File: config.mk
export PLATFORM = sky130hd
export DESIGN_NAME = spimc_core
export DESIGN_NICKNAME = d
export VERILOG_FILES = /design/src/verilog/spimc_pkg.sv /design/src/verilog/spimc_core.sv
export SDC_FILE = /design/constraint.sdc
export NUM_CORES = 1
export LEC_CHECK = 0
export ABC_CLOCK_PERIOD_IN_PS = 2260
export BUFFER_PORTS_ARGS = -buffer_cell sky130_fd_sc_hd__buf_2
export CAP_MARGIN = 5
export CORE_UTILIZATION = 56
export CTS_CLUSTER_DIAMETER = 120
export DETAILED_ROUTE_END_ITERATION = 8
export PLACE_DENSITY_LB_ADDON = 0.08
export SLEW_MARGIN = 20
export SYNTH_ARGS = -nofsm -noshare
export SYNTH_HDL_FRONTEND = slang
export SYNTH_SLANG_ARGS = --single-unit
File: constraint.sdc
create_clock -name i_clock -period 2.26 [get_ports i_clock]
set_input_delay 0.678 -clock i_clock [delete_from_list [all_inputs] [get_ports i_clock]]
set_output_delay 0.678 -clock i_clock [all_outputs]
set_load 0.05 [all_outputs]
File: src/verilog/spimc_pkg.sv
// Purpose: Constants for the serial port control/status/data block
// Assumes: 8-bit register port, one 40 MHz clock
// Notes: Offsets are register indices on the plain register port
package spimc_pkg;
	localparam logic [7:0] SPIMC_OFS_DATA = 8'h21;
	localparam logic [7:0] SPIMC_OFS_CTRL = 8'h22;
	localparam logic [7:0] SPIMC_OFS_STAT = 8'h23;
	// Control field positions
	localparam int SPIMC_CR_IRQ_EN = 7;
	localparam int SPIMC_CR_PORT_EN = 6;
	localparam int SPIMC_CR_HALF_DIS = 5;
	localparam int SPIMC_CR_MASTER = 4;
	localparam int SPIMC_CR_IDLE_LVL = 3;
	localparam int SPIMC_CR_CAPT_EDGE = 2;
	localparam int SPIMC_CR_RATE_HI = 1;
	localparam int SPIMC_CR_RATE_LO = 0;
	// Status field positions
	localparam int SPIMC_SR_DONE = 7;
	localparam int SPIMC_SR_WRITE_COLLISION_FLAG = 6;
	localparam int SPIMC_SR_MODE_FAULT_FLAG = 4;
	// Reset values
	localparam logic [3:0] SPIMC_CR_UPPER_RST = 4'h0;
	localparam logic [3:0] SPIMC_CR_LOWER_RST = 4'h0;
	localparam logic [7:0] SPIMC_SR_RST = 8'h00;
	localparam logic [7:0] SPIMC_BYTE_RST = 8'h00;
	localparam logic [3:0] SPIMC_BITS_PER_BYTE = 4'h8;
	typedef enum {SPIMC_IDLE, SPIMC_SHIFT} spimc_state_t;
endpackage
File: src/verilog/spimc_core.sv
// Purpose: Serial port (master/slave) with control, status, data regs
// Assumes: Pins pass through two flip-flops; register port is 8 bits
// Notes: Master SCK half period comes from a divide enable pulse
`timescale 1ns/1ps
`default_nettype none
module spimc_core
	import spimc_pkg::*;
(
	input wire logic i_clock,
	input wire logic i_sys_rst,
	input wire logic [7:0] i_addr,
	input wire logic [7:0] i_wdata,
	input wire logic i_wr,
	input wire logic i_rd,
	output logic [7:0] o_rdata,
	output logic o_irq,
	input wire logic i_sck,
	input wire logic i_mosi,
	input wire logic i_miso,
	input wire logic i_ss_n,
	output logic o_sck,
	output logic o_sck_oe,
	output logic o_mosi,
	output logic o_mosi_oe,
	output logic o_miso,
	output logic o_miso_oe,
	output logic o_port_enable
);
	// Control register fields
	logic irq_en, port_en, half_dis, master, idle_lvl, capt_edge;
	logic [1:0] rate;
	// Status flags and sequence trackers
	logic done_flag, write_collision_flag_flag, mode_fault_flag_flag;
	logic stat_seen, mode_fault_flag_seen;
	// Shift engine
	spimc_state_t state;
	logic [7:0] shreg, rxbuf;
	logic [3:0] edge_cnt;
	logic [6:0] div_cnt;
	logic sck_int, tick, first_edge_pending;
	// Receive path, realigned to the synchronised data pin
	logic [7:0] rx_sh;
	logic [1:0] cap_d, fin_d;
	// Synchronisers
	logic [1:0] sck_s, mosi_s, miso_s, ss_s;
	logic sck_d;

	// Half-period length in cycles, minus one, from the rate code
	function automatic logic [6:0] half_len(input logic d, input logic [1:0] r);
		case ({d, r})
			3'b100: half_len = 7'h00; // /2
			3'b000: half_len = 7'h03; // /8
			3'b001: half_len = 7'h07; // /16
			3'b110: half_len = 7'h0F; // /32
			3'b010: half_len = 7'h1F; // /64
			3'b011: half_len = 7'h3F; // /128
			default: half_len = 7'h1F;
		endcase
	endfunction

	wire wr_data = i_wr && (i_addr == SPIMC_OFS_DATA);
	wire rd_data = i_rd && (i_addr == SPIMC_OFS_DATA);
	wire wr_ctrl = i_wr && (i_addr == SPIMC_OFS_CTRL);
	wire acc_stat = (i_wr || i_rd) && (i_addr == SPIMC_OFS_STAT);
	wire ss_low = !ss_s[1];
	wire fault_ev = port_en && master && ss_low;
	wire shifting = (state == SPIMC_SHIFT);
	// Busy until the delayed end of a master byte lands
	wire busy = shifting || (fin_d != 2'b00);
	wire slave_frozen = !master && port_en && ss_low;
	wire load_ok = wr_data && !done_flag && !busy && !slave_frozen;
	wire collide = wr_data && !done_flag && (busy || slave_frozen);
	wire data_clr = stat_seen && (wr_data || rd_data);
	wire sck_rise = sck_s[1] && !sck_d;
	wire sck_fall = !sck_s[1] && sck_d;
	wire sl_edge = port_en && !master && ss_low && (sck_rise || sck_fall);
	wire m_edge = shifting && master && tick;
	wire shift_edge = m_edge || sl_edge;
	wire sd_in = master ? miso_s[1] : mosi_s[1];
	// Sample on odd edges for phase 0, even edges for phase 1
	wire is_capture = (edge_cnt[0] == capt_edge);
	wire last_edge = (edge_cnt == 4'hF);
	// Launch edges move the next transmit bit; the very first is skipped
	wire is_launch = !is_capture && (edge_cnt != 4'h0);
	// Master captures lag two cycles to match the pin synchroniser
	wire cap_now = master ? cap_d[1] : (sl_edge && is_capture);
	wire fin_now = master ? fin_d[1] : (sl_edge && last_edge);

	// Pin synchronisers
	always_ff @(posedge i_clock) begin
		sck_s <= {sck_s[0], i_sck};
		mosi_s <= {mosi_s[0], i_mosi};
		miso_s <= {miso_s[0], i_miso};
		ss_s <= {ss_s[0], i_ss_n};
		sck_d <= sck_s[1];
	end

	// Control register
	always_ff @(posedge i_clock) begin
		if (i_sys_rst) begin
			{irq_en, port_en, half_dis, master} <= SPIMC_CR_UPPER_RST;
			{idle_lvl, capt_edge, rate} <= SPIMC_CR_LOWER_RST;
		end else if (fault_ev) begin
			port_en <= 1'b0;
			master <= 1'b0;
		end else if (wr_ctrl) begin
			irq_en <= i_wdata[SPIMC_CR_IRQ_EN];
			half_dis <= i_wdata[SPIMC_CR_HALF_DIS];
			idle_lvl <= i_wdata[SPIMC_CR_IDLE_LVL];
			capt_edge <= i_wdata[SPIMC_CR_CAPT_EDGE];
			rate <= {i_wdata[SPIMC_CR_RATE_HI], i_wdata[SPIMC_CR_RATE_LO]};
			// Setting only allowed with no fault or as the clearing write
			if (!mode_fault_flag_flag || mode_fault_flag_seen) begin
				port_en <= i_wdata[SPIMC_CR_PORT_EN];
				master <= i_wdata[SPIMC_CR_MASTER];
			end else begin
				port_en <= port_en & i_wdata[SPIMC_CR_PORT_EN];
				master <= master & i_wdata[SPIMC_CR_MASTER];
			end
		end
	end

	// Status access trackers for the clearing sequences
	always_ff @(posedge i_clock) begin
		if (i_sys_rst) begin
			stat_seen <= 1'b0;
			mode_fault_flag_seen <= 1'b0;
		end else begin
			if (acc_stat)
				stat_seen <= 1'b1;
			else if (wr_data || rd_data)
				stat_seen <= 1'b0;
			if (acc_stat && mode_fault_flag_flag)
				mode_fault_flag_seen <= 1'b1;
			else if (wr_ctrl)
				mode_fault_flag_seen <= 1'b0;
		end
	end

	// Status flags: hardware set wins over the clearing access
	always_ff @(posedge i_clock) begin
		if (i_sys_rst) begin
			{done_flag, write_collision_flag_flag, mode_fault_flag_flag} <= 3'h0;
		end else begin
			if (fin_now)
				done_flag <= 1'b1;
			else if (data_clr)
				done_flag <= 1'b0;
			if (collide)
				write_collision_flag_flag <= 1'b1;
			else if (data_clr)
				write_collision_flag_flag <= 1'b0;
			if (fault_ev)
				mode_fault_flag_flag <= 1'b1;
			else if (wr_ctrl && mode_fault_flag_seen)
				mode_fault_flag_flag <= 1'b0;
		end
	end

	// Master bit-rate tick, ignored in slave mode
	always_ff @(posedge i_clock) begin
		if (i_sys_rst || !shifting || !master) begin
			div_cnt <= 7'h00;
			tick <= 1'b0;
		end else if (div_cnt >= half_len(half_dis, rate)) begin
			div_cnt <= 7'h00;
			tick <= 1'b1;
		end else begin
			div_cnt <= div_cnt + 7'h01;
			tick <= 1'b0;
		end
	end

	// Shift engine: 16 clock edges per byte, MSB first
	always_ff @(posedge i_clock) begin
		if (i_sys_rst) begin
			state <= SPIMC_IDLE;
			shreg <= SPIMC_BYTE_RST;
			edge_cnt <= 4'h0;
			sck_int <= 1'b0;
			first_edge_pending <= 1'b0;
		end else begin
			case (state)
				SPIMC_IDLE: begin
					sck_int <= 1'b0;
					edge_cnt <= 4'h0;
					if (load_ok) begin
						shreg <= i_wdata;
						if (master && port_en)
							state <= SPIMC_SHIFT;
					end else if (sl_edge) begin
						state <= SPIMC_SHIFT;
						edge_cnt <= 4'h1;
					end
				end
				SPIMC_SHIFT: begin
					if (shift_edge) begin
						sck_int <= !sck_int;
						edge_cnt <= edge_cnt + 4'h1;
						if (is_launch)
							shreg <= {shreg[6:0], 1'b0};
						if (last_edge)
							state <= SPIMC_IDLE;
					end else if (!port_en || (!master && !ss_low)) begin
						state <= SPIMC_IDLE;
					end
				end
				default: state <= SPIMC_IDLE;
			endcase
		end
	end

	// Capture pipeline and receive shifter, MSB first
	always_ff @(posedge i_clock) begin
		if (i_sys_rst) begin
			cap_d <= 2'b00;
			fin_d <= 2'b00;
			rx_sh <= SPIMC_BYTE_RST;
		end else begin
			cap_d <= {cap_d[0], m_edge && is_capture};
			fin_d <= {fin_d[0], m_edge && last_edge};
			if (cap_now)
				rx_sh <= {rx_sh[6:0], sd_in};
		end
	end

	// Receive buffer captured as the done flag sets
	always_ff @(posedge i_clock) begin
		if (i_sys_rst)
			rxbuf <= SPIMC_BYTE_RST;
		else if (fin_now && cap_now)
			rxbuf <= {rx_sh[6:0], sd_in};
		else if (fin_now)
			rxbuf <= rx_sh;
	end

	// Register read data, one cycle after the strobe
	always_ff @(posedge i_clock) begin
		if (i_sys_rst)
			o_rdata <= 8'h00;
		else if (!i_rd)
			o_rdata <= 8'h00;
		else if (i_addr == SPIMC_OFS_DATA)
			o_rdata <= rxbuf;
		else if (i_addr == SPIMC_OFS_CTRL)
			o_rdata <= {irq_en, port_en, half_dis, master,
				idle_lvl, capt_edge, rate};
		else if (i_addr == SPIMC_OFS_STAT)
			o_rdata <= {done_flag, write_collision_flag_flag, 1'b0, mode_fault_flag_flag, 4'h0};
		else
			o_rdata <= 8'h00;
	end

	// Shared interrupt, collision flag excluded
	assign o_irq = irq_en && (done_flag || mode_fault_flag_flag);

	// Pin drivers: clock idle level applied by XOR
	assign o_port_enable = port_en;
	assign o_sck = sck_int ^ idle_lvl;
	assign o_sck_oe = port_en && master;
	assign o_mosi = shreg[7];
	assign o_mosi_oe = port_en && master;
	assign o_miso = shreg[7];
	assign o_miso_oe = port_en && !master && ss_low;
endmodule
`default_nettype wire

Yosys cells after proc, flatten, opt, wreduce, memory -nomap -nowiden
Cells that the tools add are included.
{ "op_classes": {"n_reduce_logical": 69, "n_addsub": 2, "muxes": 39, "bitwise": 5, "n_eq_ne": 18, "order_cmp": 1} }
{ "ops": {"columns": ["operator", "count"], "rows": [
  ["$mux 32", 6],
  ["$mux 8", 8],
  ["$pmux 32 s2", 1],
  ["$eq 32x1->1 const B", 1],
  ["$eq 32x2->1 const B", 1],
  ["$logic_not 32->1", 1],
  ["$pmux 6 s5", 1],
  ["$logic_and 1x1->1", 28],
  ["$eq 8x6->1 const B", 3],
  ["$mux 1", 18],
  ["$pmux 8 s2", 1],
  ["$reduce_bool 2->1", 8],
  ["$logic_not 1->1", 12],
  ["$ne 3x3->1 const B", 4],
  ["$logic_or 1x1->1", 11],
  ["$pmux 4 s2", 1],
  ["$reduce_and 4->1", 2],
  ["$add 7x1->7 const B", 1],
  ["$ge 7x7->1", 1],
  ["$mux 7", 1],
  ["$eq 3x3->1 const B", 2],
  ["$ne 2x2->1 const B", 3],
  ["$reduce_or 2->1", 3],
  ["$add 4x1->4 const B", 1],
  ["12 further kinds", 15]
]} }
{ "totals": {"in_bits": 24, "output_inout_bits": 16, "reg_bits": 103, "elab_cells": 162} }

Logic depth before layout (Yosys ltp)
{ "depth": {"ltp_word": 8, "ltp_mapped": 8, "depth_no_buf": 8} }

Least setup slack after synthesis
Ideal clock, no wire load.
{ "synth_path": {"path_type": "reg2reg", "start": "register port_en, in the netlist o_port_enable", "end": "register rxbuf[1]", "t_arrival_ps": 2319, "t_required_ps": 2174, "path_slack_ps": -145, "setup_time_ps": 86, "path_buffers": 1, "stages_incl_launch_ff": 7, "synth_period_minus_slack_ps": 2405, "cell_sequence": "dfxtp_1 > nor3b_4 > nand2_1 > o2bb2a_2 > buf_6 > mux2i_1 > a211oi_1"} }
{ "synth_between": {"elab_chain_cells": 7, "elab_cells_between_ends": 10, "classes_between": "3 x mux; 7 x reduce/logical"} }
{ "synth_rtl": {"columns": ["item", "line", "source"], "rows": [
  ["start, declared", "spimc_core.sv:30", "logic irq_en, port_en, half_dis, master, idle_lvl, capt_edge;"],
  ["start signal, assigned", "spimc_core.sv:114", "port_en <= i_wdata[SPIMC_CR_PORT_EN];"],
  ["start signal, assigned", "spimc_core.sv:117", "port_en <= port_en & i_wdata[SPIMC_CR_PORT_EN];"],
  ["$logic_and 1x1->1 (*) (2 in a row)", null, null],
  ["net o_miso_oe", "spimc_core.sv:26", "output logic o_miso_oe,"],
  ["$logic_and 1x1->1 (*)", "spimc_core.sv:76", "wire sl_edge = port_en && !master && ss_low && (sck_rise || sck_fall);"],
  ["$logic_and 1x1->1, on equally long branches", "spimc_core.sv:87, spimc_core.sv:86", null],
  ["$mux 1, on equally long branches", "spimc_core.sv:87, spimc_core.sv:86", null],
  ["$logic_and 1x1->1", "spimc_core.sv:231", "else if (fin_now && cap_now)"],
  ["$mux 8 or $reduce_bool 2->1 (tied branches)", null, null],
  ["end signal, assigned", "spimc_core.sv:232", "rxbuf <= {rx_sh[6:0], sd_in};"],
  ["end signal, assigned", "spimc_core.sv:234", "rxbuf <= rx_sh;"],
  ["end, declared", "spimc_core.sv:37", "logic [7:0] shreg, rxbuf;"]
]} }
Mark *: on every way through the listed nets, which the timed path passes. The rest lies on a longest branch.
A chain may end at the register's enable or synchronous reset.

Worst setup path in the final report
{ "layout_path": {"start": "register port_en, in the netlist o_port_enable", "end": "output o_miso_oe"} }
{ "layout_between": {"elab_chain_cells": 2} }
{ "layout_rtl": {"columns": ["item", "line", "source"], "rows": [
  ["$logic_and 1x1->1 (2 in a row)", "spimc_core.sv:264", "assign o_miso_oe = port_en && !master && ss_low;"],
  ["end, declared", "spimc_core.sv:26", null]
]} }
No other way between the ends.

==> results.md <==
- Sink count of the clock tree: 72
- Minimum setup slack after placement: 0.0819 ns
- Port Buf Inserts: 39
- Final worst path period need: 2.09 ns
- Register-to-register setup slack: approximately 0.19 ns
- Avg Vias per Cell: 5.35
- Fill count: between 400 and 500
- Slew Limit Headroom: between 70% and 80%
- Kind of end point of the critical path: output port
- Flip-flop and latch count after synthesis: roughly 70
- Clock latency reported for the late side of the worst-skew pair: 0.35 ns
- Overall Global Routing Usage: 22.6%
- Worst Hold Slack: 0.330 ns
- Status: completed
- Area added between synthesis and finish: 16.7%
- Standard-cell row count: 26
- Layout Nets: between 300 and 400
- Number of global-route vias before repair: between 2000 and 2500
- Top library cells by usage in the layout, fill and taps aside: 71 x sky130_fd_sc_hd__dfxtp_1, 54 x sky130_fd_sc_hd__nor2_1, 39 x sky130_fd_sc_hd__buf_2
- Type of origin of the critical path: register
- Crit path required time: between 1.5 and 2 ns
- Max Clk Rate: ~0.48 GHz
- Worst-case hold path end point: sck_s[1]$_DFF_P_
- Overall routed net length: just under 6000 um
- Placeable Area: 5110 um2
- Placed cell count: roughly 410
- Psw: 0.000514 W
- Post-route ant nets: 0
- DRC violations left: 0
- CTS buffer count: 9
- Worst flop-to-flop path startpoint: rate[1]$_SDFFE_PP0P_
- R2R cell count: 8
- Syn. warnings: 0
- Effective utilization at floorplan: 58.3%
- Nets in the synthesized netlist: ~330
- I/O pin count: 40
- Number of setup violations in the final report: 0
- Cell-internal power: 0.00187 W
- Clock group share of total power: between 40% and 50%
- Cell with the largest stage delay on the worst path: sky130_fd_sc_hd__dfxtp_2
- Type of the most critical hold path: reg2reg
- Most common cell after layout, fill and taps aside: sky130_fd_sc_hd__dfxtp_1
- Top flip-flop cell by instance count after synthesis: sky130_fd_sc_hd__dfxtp_1
- Die height: about 75 um
- Number of cells in the finished layout apart from fillers: 422
- Largest buffer count on any clock path: 2
- Clock tree from TritonCTS: yes
- Synthesized instance count: about 300
- LEAKAGE: 1.47 nW
- Initial antenna violation count: 0
- Largest stage delay on the critical path: roughly 0.40 ns
- Final critical-path setup slack: around 0.17 ns
- Post-Synthesis Cell Area: about 3000 um2
- Count of flip-flops with a built-in enable after synthesis: 0
- Endpoint of the worst register-to-register path: div_cnt[4]$_SDFF_PP0_
- Clock slew seen by the registers of the worst setup and hold paths: 0.07 ns
- First-pass detailed-route iteration total: 4
- Wire per inst: 14.0 um
- Max-cap check violation count: 0
- Combinational group share of total power: under 10%
- Initial DRC Count: approximately 140
- Sum of overflow across all layers after global routing: 0
- CTS H-tree lvls: 3
- Switching Fraction: 21.6%
- Worst Tran Pin Value: 0.424 ns
- Count of different cell masters after synthesis: between 50 and 60
- Largest fanout on the critical path: 7
- Clk Tree Root Cell: sky130_fd_sc_hd__clkbuf_8
- Start point of the worst hold path: sck_s[0]$_DFF_P_
- Die area: between 5000 and 6000 um2
- Number of antenna diodes: 0
- Clock skew after layout: about 0.011 ns
- Weighted congestion reported at the end of routability-driven placement: 0.814
- Arrival time of data at the critical path endpoint: roughly 1.4 ns
- Ratio of cells with drive above 1 in the final layout: approximately 25%
- Share of flip-flops with an asynchronous set or reset after synthesis: 0%
- Estimated wirelength of the detail-placed design: 4330 um
- Avg Inst Size Synth: roughly 10 um2
- Critical path, cell by cell: nor3b_4 -> buf_2
- Cell area power density: approximately 690 nW/um2
- Worst VDD drop: ~0.57 mV
- Die width: 74.9 um
- Share of the cycle needed by the critical path after routing: slightly above 90%
- Detailed-route via count: about 2300
- Crit Path Category: reg2out
- Worst hold path stage count: 0
- Max Transition Viols Final: 0
- Maximum number of pins on one net before global-route repair: ~40
- Final Hold Violating Endpoints: 0
- Part of the total power dissipated in sequential elements: a little over half
- Register area share after synthesis: between 40% and 50%
- First-pass GRT wire length: between 9000 and 10000 um
-- cells in the mapped netlist, types with 3 or more instances --
| cell | instances | share of area, % |
|---|---|---|
| sky130_fd_sc_hd__buf_4 | 4 | 1.0 |
| sky130_fd_sc_hd__clkbuf_1 | 4 | 0.50 |
| sky130_fd_sc_hd__xor2_1 | 8 | 2.4 |
| sky130_fd_sc_hd__buf_6 | 3 | 1.1 |
| sky130_fd_sc_hd__xnor2_1 | 3 | 0.88 |
| sky130_fd_sc_hd__mux2i_1 | 21 | 7.1 |
| sky130_fd_sc_hd__dfxtp_1 | 72 | 48 |
| sky130_fd_sc_hd__nor2b_1 | 7 | 1.5 |
| sky130_fd_sc_hd__inv_1 | 9 | 1.1 |
| sky130_fd_sc_hd__nand2_1 | 16 | 2.0 |
| sky130_fd_sc_hd__mux2_2 | 4 | 1.5 |
| sky130_fd_sc_hd__a211oi_1 | 12 | 3.0 |
| sky130_fd_sc_hd__a21oi_1 | 9 | 1.5 |
| sky130_fd_sc_hd__nand4_1 | 3 | 0.63 |
| sky130_fd_sc_hd__a211oi_2 | 3 | 1.3 |
| sky130_fd_sc_hd__a22oi_1 | 9 | 2.3 |
| sky130_fd_sc_hd__ha_1 | 9 | 3.8 |
| sky130_fd_sc_hd__o21ai_0 | 3 | 0.50 |
| sky130_fd_sc_hd__nand3_1 | 7 | 1.2 |
| sky130_fd_sc_hd__nor2_1 | 54 | 6.8 |
-- kinds of logic (layout without fill, tap and decap cells) --
group,count (synthesis),after routing,synth area share [%]
xor gates and xnor gates,11,11,3.24
adders and majority gates,9,9,3.78
AOI/OAI and AO/OA,54,54,14.2
and+or+nand+nor,104,104,17.4
muxes,25,25,8.57
buffers and inverters,23,77,4.45
DFF,72,72,48.4
-- critical path: cells and delay by family (launching register included) --
kind                   cells  cell delay (ns)
AND/OR/NAND/NOR            1             0.34
flip-flops                 1             0.40
buffers and inverters      1             0.33
-- layer usage --
metal | wire (um) | track usage (%)
met1 | 2740 | 27.3
met2 | 2840 | 37.7
met3 | 243 | 6.56
met4 | 98 | 9.43
met5 | 0 | 0
-- worst max-delay path by stage --
stage	slack [ns]	startpoint	to
after floorplan	0.06	o_port_enable$_SDFFE_PP0P_	rxbuf[1]$_SDFFE_PP0P_
after global placement	0.12	i_addr[4]	rate[1]$_SDFFE_PP0P_
after detailed placement	0.08	i_addr[4]	rate[0]$_SDFFE_PP0P_
after CTS	0.07	rate[1]$_SDFFE_PP0P_	div_cnt[6]$_SDFF_PP0_
after global routing	-0.01	rate[1]$_SDFFE_PP0P_	div_cnt[5]$_SDFF_PP0_
final	0.17	o_port_enable$_SDFFE_PP0P_	o_miso_oe
-- per-stage QoR --
step / area, um2 / total power (W) / setup TNS [ns] / utilization (%)
floorplan: 2980 / 0.00134 / 0 / -
global placement: 3260 / 0.00138 / 0 / 63.8
detailed placement: 3260 / 0.00138 / 0 / 63.8
CTS: 3470 / 0.00241 / 0 / 67.9
global route: 3470 / 0.00246 / -0.0195 / 68.0
finish: 3470 / 0.00239 / 0 / 68.0
-- what timing repair did --
action | in CTS | in global routing
hold buffers | 0 | 0
buffers inserted | 0 | 1
setup endpoints to repair | 0 | 7
gates resized for setup | 0 | 1
-- layout make-up --
type / instances / area (um2) / share of cell area (%)
flip-flops and latches: 72 / 1440 / 41.5
clock buffers: 11 / 151 / 4.36
multi-input cells: 203 / 1410 / 40.4
repair buffers: 53 / 300 / 8.64
well taps: 70 / 87.6 / 2.52
clock inverters: 4 / 53.8 / 1.55
inverters: 9 / 33.8 / 0.972
-- power groups by stage --
stage,Clock (W),Combinational [W],Sequential [W]
floorplan,0,0.0000328,0.00131
global placement,0,0.0000700,0.00131
detailed placement,0,0.0000706,0.00131
CTS,0.00106,0.0000709,0.00128
global route,0.00110,0.0000765,0.00128
finish,0.00103,0.0000712,0.00128
-- registers in the layout (all words and copies together) (netlist names), 2 cells and up --
name      cells
edge_cnt      4
o_rdata       8
div_cnt       7
sck_s         2
mosi_s        2
rx_sh         8
shreg         8
fin_d         2
cap_d         2
ss_s          2
rate          2
rxbuf         8
miso_s        2
(Power assumes the default switching activity.)
